==> src/hdl/pio_consts.svh <==
`ifndef PIO_CONSTS_SVH
`define PIO_CONSTS_SVH

// *****************************************************
// Widths
// *****************************************************
`define PIO_WORD_W 12
`define PIO_SEL_W 6
`define PIO_TP_W 3

// *****************************************************
// Processor timing pulse positions
// *****************************************************
`define PIO_TP1_BIT 0
`define PIO_TP2_BIT 1
`define PIO_TP4_BIT 2

// *****************************************************
// Select codes of the two channels
// *****************************************************
`define PIO_IN_CODE 6'h1C
`define PIO_OUT_CODE 6'h1D

// *****************************************************
// Reset values
// *****************************************************
`define PIO_WORD_RST 12'h000
`define PIO_TP_RST 3'h0

`endif

==> src/hdl/pio_pkg.sv <==
package pio_pkg;

  typedef logic [11:0] pio_word_t;

  typedef enum logic [1:0] {
    PIO_OUT_IDLE = 2'b00,
    PIO_OUT_BUSY = 2'b01,
    PIO_OUT_DONE = 2'b10
  } pio_out_state_e;

endpackage

==> src/hdl/pio_sel_if.sv <==
`timescale 1ns/1ps
interface pio_sel_if;
  logic in_match;
  logic out_match;
  logic [2:0] in_lvl;
  logic [2:0] out_lvl;
  logic [2:0] in_edge;
  logic [2:0] out_edge;

  modport sel (
    output in_match,
    output out_match,
    output in_lvl,
    output out_lvl,
    output in_edge,
    output out_edge
  );

  modport dev (
    input in_match,
    input out_match,
    input in_lvl,
    input out_lvl,
    input in_edge,
    input out_edge
  );
endinterface

==> src/hdl/pio_dev_sel.sv <==
`timescale 1ns/1ps
`include "pio_consts.svh"

module pio_dev_sel (
  input wire logic mclk_i,
  input wire logic reset_n_i,
  input wire logic [2:0] tpulse_i,
  input wire logic [5:0] sel_i,
  pio_sel_if.sel cmd
);

  // *****************************************************
  // Select decode and command pulse regeneration
  // *****************************************************
  logic [2:0] tpulse_prev_q;

  function automatic logic [2:0] pio_gate(input logic m, input logic [2:0] v);
    pio_gate = m ? v : `PIO_TP_RST;
  endfunction

  always_ff @(posedge mclk_i or negedge reset_n_i) begin
    if (!reset_n_i) begin
      tpulse_prev_q <= `PIO_TP_RST;
    end else begin
      tpulse_prev_q <= tpulse_i;
    end
  end

  assign cmd.in_match = (sel_i == `PIO_IN_CODE);
  assign cmd.out_match = (sel_i == `PIO_OUT_CODE);
  assign cmd.in_lvl = pio_gate(cmd.in_match, tpulse_i);
  assign cmd.out_lvl = pio_gate(cmd.out_match, tpulse_i);
  assign cmd.in_edge = pio_gate(cmd.in_match, tpulse_i & ~tpulse_prev_q);
  assign cmd.out_edge = pio_gate(cmd.out_match, tpulse_i & ~tpulse_prev_q);

endmodule // pio_dev_sel

==> src/hdl/pio_dev_ctrl.sv <==
`timescale 1ns/1ps
`include "pio_consts.svh"

// How it works
// - Grounded input line sets work register bit
// - Clear-line-only command clears the work register
// - Ready input device raises skip-testable flag
// - Input word gated onto lines by pulse
// - Earlier pulse clears ready flag before input
// - Output captured on one pulse, started later
// - Output lines sampled only under select decode
// - Output register jam-loaded, never cleared first
// - One transfer carries at most twelve bits
// - Output strobe comes from processor command pulse
// - Status flag grounds shared interrupt request line
// - Interrupting flags also answer skip polling

module pio_dev_ctrl (
  input wire logic mclk_i,
  input wire logic reset_n_i,
  input wire logic [2:0] tpulse_i,
  input wire logic [5:0] sel_i,
  input wire logic [11:0] bwr_i,
  output logic [11:0] wr_in_o,
  output logic [11:0] wr_in_oe_o,
  output logic clr_o,
  output logic clr_oe_o,
  output logic skip_o,
  output logic skip_oe_o,
  output logic irq_o,
  output logic irq_oe_o,
  input wire logic [11:0] in_data_i,
  input wire logic in_valid_i,
  output logic in_ready_o,
  input wire logic clr_mode_i,
  input wire logic irq_en_i,
  output logic [11:0] out_data_o,
  output logic out_valid_o,
  input wire logic out_ack_i
);

  // *****************************************************
  // Command decode
  // *****************************************************
  pio_sel_if cmd ();

  pio_dev_sel u_sel (
    .mclk_i(mclk_i),
    .reset_n_i(reset_n_i),
    .tpulse_i(tpulse_i),
    .sel_i(sel_i),
    .cmd(cmd)
  );

  // *****************************************************
  // Input channel
  // *****************************************************
  pio_pkg::pio_word_t in_buf_q;
  logic in_flag_q;
  logic in_flag_d;
  logic in_ready_q;
  logic take;

  // No new word while the processor is addressing this channel
  assign take = in_valid_i && in_ready_q && !cmd.in_match;

  always_comb begin
    in_flag_d = in_flag_q;
    if (cmd.in_edge[`PIO_TP2_BIT]) begin
      in_flag_d = 1'b0;
    end
    if (take) begin
      in_flag_d = 1'b1;
    end
  end

  always_ff @(posedge mclk_i or negedge reset_n_i) begin
    if (!reset_n_i) begin
      in_flag_q <= 1'b0;
    end else begin
      in_flag_q <= in_flag_d;
    end
  end

  always_ff @(posedge mclk_i or negedge reset_n_i) begin
    if (!reset_n_i) begin
      in_buf_q <= `PIO_WORD_RST;
    end else if (take) begin
      in_buf_q <= in_data_i;
    end
  end

  always_ff @(posedge mclk_i or negedge reset_n_i) begin
    if (!reset_n_i) begin
      in_ready_q <= 1'b0;
    end else begin
      in_ready_q <= !in_flag_d && !take;
    end
  end

  // *****************************************************
  // Work register input lines, pulled low per one bit
  // *****************************************************
  logic [11:0] wr_in_oe_q;

  always_ff @(posedge mclk_i or negedge reset_n_i) begin
    if (!reset_n_i) begin
      wr_in_oe_q <= `PIO_WORD_RST;
    end else if (cmd.in_lvl[`PIO_TP4_BIT]) begin
      wr_in_oe_q <= in_buf_q;
    end else begin
      wr_in_oe_q <= `PIO_WORD_RST;
    end
  end

  // Clear line held only in the second pulse slot, never with data
  logic clr_oe_q;

  always_ff @(posedge mclk_i or negedge reset_n_i) begin
    if (!reset_n_i) begin
      clr_oe_q <= 1'b0;
    end else begin
      clr_oe_q <= cmd.in_lvl[`PIO_TP2_BIT] && clr_mode_i;
    end
  end

  // *****************************************************
  // Output channel
  // *****************************************************
  pio_pkg::pio_word_t out_q;
  pio_pkg::pio_out_state_e out_state_q;
  pio_pkg::pio_out_state_e out_state_d;
  logic out_valid_q;
  logic out_done;

  assign out_done = (out_state_q == pio_pkg::PIO_OUT_DONE);

  always_ff @(posedge mclk_i or negedge reset_n_i) begin
    if (!reset_n_i) begin
      out_q <= `PIO_WORD_RST;
    end else if (cmd.out_edge[`PIO_TP2_BIT]) begin
      out_q <= bwr_i;
    end
  end

  always_comb begin
    out_state_d = out_state_q;
    case (out_state_q)
      pio_pkg::PIO_OUT_IDLE: begin
        if (cmd.out_edge[`PIO_TP4_BIT]) begin
          out_state_d = pio_pkg::PIO_OUT_BUSY;
        end
      end
      pio_pkg::PIO_OUT_BUSY: begin
        if (out_ack_i) begin
          out_state_d = pio_pkg::PIO_OUT_DONE;
        end
      end
      pio_pkg::PIO_OUT_DONE: begin
        if (cmd.out_edge[`PIO_TP4_BIT]) begin
          out_state_d = pio_pkg::PIO_OUT_BUSY;
        end else if (cmd.out_edge[`PIO_TP2_BIT]) begin
          out_state_d = pio_pkg::PIO_OUT_IDLE;
        end
      end
      default: begin
        out_state_d = pio_pkg::PIO_OUT_IDLE;
      end
    endcase
  end

  always_ff @(posedge mclk_i or negedge reset_n_i) begin
    if (!reset_n_i) begin
      out_state_q <= pio_pkg::PIO_OUT_IDLE;
      out_valid_q <= 1'b0;
    end else begin
      out_state_q <= out_state_d;
      out_valid_q <= (out_state_d == pio_pkg::PIO_OUT_BUSY);
    end
  end

  // *****************************************************
  // Skip and interrupt request
  // *****************************************************
  logic skip_oe_q;
  logic irq_oe_q;

  always_ff @(posedge mclk_i or negedge reset_n_i) begin
    if (!reset_n_i) begin
      skip_oe_q <= 1'b0;
    end else begin
      skip_oe_q <= (cmd.in_lvl[`PIO_TP1_BIT] && in_flag_q) ||
                   (cmd.out_lvl[`PIO_TP1_BIT] && out_done);
    end
  end

  always_ff @(posedge mclk_i or negedge reset_n_i) begin
    if (!reset_n_i) begin
      irq_oe_q <= 1'b0;
    end else begin
      irq_oe_q <= irq_en_i && (in_flag_q || out_done);
    end
  end

  // Open-drain lines only ever drive low
  logic low_q;

  always_ff @(posedge mclk_i or negedge reset_n_i) begin
    if (!reset_n_i) begin
      low_q <= 1'b0;
    end else begin
      low_q <= 1'b0;
    end
  end

  assign wr_in_o = {12{low_q}};
  assign wr_in_oe_o = wr_in_oe_q;
  assign clr_o = low_q;
  assign clr_oe_o = clr_oe_q;
  assign skip_o = low_q;
  assign skip_oe_o = skip_oe_q;
  assign irq_o = low_q;
  assign irq_oe_o = irq_oe_q;
  assign in_ready_o = in_ready_q;
  assign out_data_o = out_q;
  assign out_valid_o = out_valid_q;
endmodule // pio_dev_ctrl

==> config.mk <==
export PLATFORM = sky130hd
export DESIGN_NAME = pio_dev_ctrl
export DESIGN_NICKNAME = d
export VERILOG_FILES = /design/src/hdl/pio_pkg.sv /design/src/hdl/pio_sel_if.sv /design/src/hdl/pio_dev_sel.sv /design/src/hdl/pio_dev_ctrl.sv
export VERILOG_INCLUDE_DIRS = /design/src /design/src/hdl
export SDC_FILE = /design/constraint.sdc
export NUM_CORES = 1
export LEC_CHECK = 0
export BUFFER_PORTS_ARGS = -buffer_cell sky130_fd_sc_hd__buf_2
export CORE_MARGIN = 3
export CORE_UTILIZATION = 35
export CTS_BUF_LIST = sky130_fd_sc_hd__clkbuf_4
export DETAILED_ROUTE_END_ITERATION = 8
export HOLD_SLACK_MARGIN = 0.12
export PLACE_DENSITY = 0.74
export SYNTH_ARGS = -nofsm -noshare
export SYNTH_HDL_FRONTEND = slang
export SYNTH_SLANG_ARGS = --single-unit
==> constraint.sdc <==
create_clock -name mclk_i -period 3.9 [get_ports mclk_i]
set_input_delay 0.78 -clock mclk_i [delete_from_list [all_inputs] [get_ports mclk_i]]
set_output_delay 0.78 -clock mclk_i [all_outputs]
set_load 0.02 [all_outputs]
Word level (Yosys, flattened, before mapping)
Cells that the tools add are included.

storage, ports and cells
  register bits = 47
  input bits = 39
  output and inout port bits = 44
  word-level logic and storage cells = 43

cells by class
  equality and inequality tests = 5
  muxes and demuxes = 12
  bitwise operators = 2
  reduce and logical (&&, ||, !) cells = 13

operators by type and width
  cell                                           count
  == test 6 x 5 -> 1 bit, second input constant  2
  two-way mux 12 bit                             1
  two-way mux 2 bit                              5
  logical AND 1 bit                              7
  two-way mux 3 bit                              2
  case mux 2 bit (3 select lines)                1
  == test 2 x 1 -> 1 bit, second input constant  2
  bitwise AND 3 bit                              1
  logical NOT 1 bit                              3
  two-way mux 1 bit                              3
  NOT 3 bit                                      1
  == test 2 bit, second input constant           1
  logical NOT 2 bit                              1
  logical OR 1 bit                               2

Depth between registers and ports, before layout
  word-level depth = 7
  depth in mapped cells = 4
  depth with buffers taken out = 3

Cells and area by module
From an unflattened synthesis, not the netlist that was laid out.

second synthesis, totals
  cells, all modules = 142
  area, all modules = 1954.4 µm²

modules (own cells, without submodules)
  module        instances  cells each  area each (µm²)  sequential area each (µm²)
  pio_dev_ctrl  1          114         1722.9           1101.1
  pio_dev_sel   1          28          231.5            75.1

Least setup slack after synthesis
No wires, ideal clock.

  path type = input to register
  start = input port sel_i[5]
  end = register out_q[0], in the netlist out_data_o[0]
  setup time = 0.125 ns
  data arrival time = 1.736 ns
  required time = 3.775 ns
  slack = 2.039 ns
  cell stages on the path = 4
  buffers on the path = 1
  cell sequence = nand4bb_1 nor4_4 buf_8 mux2_4

on the way
  longest elaborated chain between the ends = 2

ends and longest elaborated chain
  element                                  line                 text
  start, declared                          pio_dev_ctrl.sv:22   input wire logic [5:0] sel_i,
  == test 6 x 5 -> 1 bit (no source line)  -
  two-way mux 3 bit (no source line)       -
  end signal, assigned                     pio_dev_ctrl.sv:140  out_q <= `PIO_WORD_RST;
  end signal, assigned                     pio_dev_ctrl.sv:142  out_q <= bwr_i;
  end, declared                            pio_dev_ctrl.sv:130  pio_pkg::pio_word_t out_q;

Every way passes these cells.
A chain may end at the register's enable or synchronous reset.

Final worst setup path
  start = input port sel_i[5]
  end = register out_q[4], in the netlist out_data_o[4]

The elaborated chain is that of the path after synthesis.

==> flow_summary_export.csv <==
group,metric,value,unit
run_status,status,"finished clean",
clock_network,hold_buffers,0,
setup_path,endpoint_kind,"register",
floorplanning,rows,26,
grt,overflow,0,
finish,drive_above_1_share,52.02,%
floorplanning,boundaryPins,83,
finish,n_fill_cell,498,
grt,antenna_found_initial,0,
clock_network,numCtsBuffers,5,
sta,tns,0,ns
floorplanning,dieArea,6435,sq um
clock_network,htreeDepth,2,
clock_network,cts_tree,"yes",
sta,hold_viol,0,
detailed_routing,first_pass_iters,4,
sta,worst_pin_slew,0.9995,ns
logic_synthesis,synth.distinct_cells,28,
finish,nets,237,
detailed_routing,viasPerCell,4.485,
sta,relSlewSlack,32.86,%
sta,maxSlewViolCount,0,
sta,fin_skew,0.008684,ns
logic_synthesis,synth_flop_cell,"dfrtp_1",
floorplanning,die_h,80.22,um
setup_path,cp_max_fo,12,
sta,finalSetupViolCount,0,
setup_path,startpoint_type,"input pin",
sta,timing.fmax,0.4702,GHz
detailed_routing,wl,3519,um
worst_hold_path,worstHoldPathType,"reg2reg",
power,ir_worst_vdd,272.8,uV
logic_synthesis,async_flop_share,100.0,%
grt,grt_pass1_vias,1235,
clock_network,cts_max_path_buffers,2,
logic_synthesis,yosys_warnings,0,
sta,min_period,2.127,ns
logic_synthesis,synth-edff-count,0,
detailed_routing,ant_nets,0,
run,maxCapViolations,0,
logic_synthesis,ys_seq_area_share,59.70,%
sta,period_share,54.54,%
logic_synthesis,synth_area,1928,sq um
clock_network,postCtsSetupBuffers,0,
finish,diodes,0,
setup_path,required,4.13,ns
grt,grt_max_degree,47,
grt,grt_use_total,11.69,%
logic_synthesis,syn_inst,128,
power,p_total,1.030,mW
floorplanning,fp.coreArea,5205,sq um
setup_path,critPathKind,"in2reg",
sta,rsz0062_at_grt,"false",
logic_synthesis,ys_ff_latch,46,
clock_network,clk_pin_slew,0.12,ns
detailed_routing,dr_total_vias,1202,
clock_network,cts_resized,0,
place,io_buffers,67,
detailed_routing,wl_per_cell,13.13,um
power,power_density,444.7,nW/um^2
place,hpwl,2572,um
power,power.leakage,1.285,nW
floorplanning,die_x,80.22,um
detailed_routing,post-route-drc-count,0,
place,gp_congestion,0.7665,
logic_synthesis,syn_area_per_cell,15.06,sq um
finish,area_growth,20.18,%
grt,grt_pass1_wl,5754,um
floorplanning,start_util,37.04,%
clock_network,cts.sinks,46,
detailed_routing,first_iter_violations,10,
setup_path,critical_path_arrival,2.36,ns
clock_network,worstSkewPairLatency,0.33,ns
clock_network,clockRootBuffer,"clkbuf_4",
-- registers in the layout (all words and copies together) (netlist names) --
register and count:
u_sel.tpulse_prev_q 2, out_data_o 12, out_state_q 2, out_valid_o 1
in_ready_o 1, clr_oe_o 1, wr_in_oe_o 12, in_flag_q 1
skip_oe_o 1, in_buf_q 12, irq_oe_o 1
-- cell usage in the layout (no fill, tap or decap), types with 2 or more instances in the layout --
cell / synthesis / final
and3_1: 13 / 13
buf_2: 0 / 67
clkbuf_4: 0 / 7
conb_1: 1 / 15
dfrtp_1: 46 / 46
mux2_2: 6 / 6
mux2_4: 18 / 18
nand2_1: 3 / 3
nand2b_1: 3 / 3
nor2b_1: 2 / 2
o21ai_0: 2 / 2
-- critical path, stage by stage --
cell and delay [ns]:
buf_2 0.10, nand4bb_1 0.26, nor4_4 0.80, mux2_2 0.42
-- Yosys cell counts (2+ instances only) --
cell | count | area, sq um
dfrtp_1 | 46 | 1151
buf_4 | 15 | 112.6
nand2_1 | 3 | 11.26
clkbuf_1 | 2 | 7.510
nor2b_1 | 2 | 12.51
o21ai_0 | 2 | 10.01
mux2_2 | 6 | 67.56
mux2_4 | 18 | 270.3
nand2b_1 | 3 | 18.77
and3_1 | 13 | 81.33
-- through the flow --
step                hold slack, ns  utilization (%)  setup WS [ns]  instance area (sq um)  std cells
floorplan                   0.4387                -          2.039                   1981        142
global placement            0.4503            43.51          1.448                   2265        261
detailed placement          0.4619            43.51          1.377                   2265        261
CTS                         0.4789            44.52          1.786                   2317        268
global route                0.5143            44.52          1.695                   2317        268
finish                      0.4856            44.52          1.773                   2317        268
-- power by group --
part	leakage [nW]	internal (mW)	total (mW)	switching [mW]
clock network	0.0322	0.0822	0.213	0.131
registers	0.600	0.560	0.599	0.0390
logic	0.653	0.126	0.218	0.0920
-- routing by layer --
metal / GRT usage, % / up-vias / part of all wire, %
li1: - / 553 / -
met1: 13.98 / 592 / 40
met2: 19.37 / 52 / 47
met3: 4.596 / 5 / 11
met4: 3.547 / 0 / 0.97
met5: 0 / - / 0
-- kinds of logic after synthesis --
family / Yosys count / share of synthesized area (%)
flip-flops: 46 / 59.70
AND/OR/NAND/NOR: 29 / 10.97
multiplexers: 25 / 18.04
buffers and inverters: 20 / 7.787
AO/OA/AOI/OAI: 7 / 3.310
other: 1 / 0.1945
-- final cells by class --
class                      instances  area, sq um  area share (%)
sequential                        46         1151           49.68
multi-input combinational         76        679.4           29.32
timing repair buffer              68        342.8           14.79
inverter                           1        3.754          0.1620
tap                               70        87.58           3.780
clock buffer                       7        52.55           2.268
-- final timing paths --
kind                                        start             end  slack [ns]  cells after the start
max in group asynchronous               reset_n_i     in_buf_q[9]        2.70                      1
hold reg to reg                    out_state_q[1]  out_state_q[1]        0.49                      1
setup / recovery                         sel_i[5]   out_data_o[4]        1.77                      4
min in group asynchronous               reset_n_i     out_valid_o        0.59                      1
hold / removal                     out_state_q[1]  out_state_q[1]        0.49                      1
setup reg to reg           u_sel.tpulse_prev_q[1]   out_data_o[4]        1.91                      3
(Power assumes the default switching activity.)
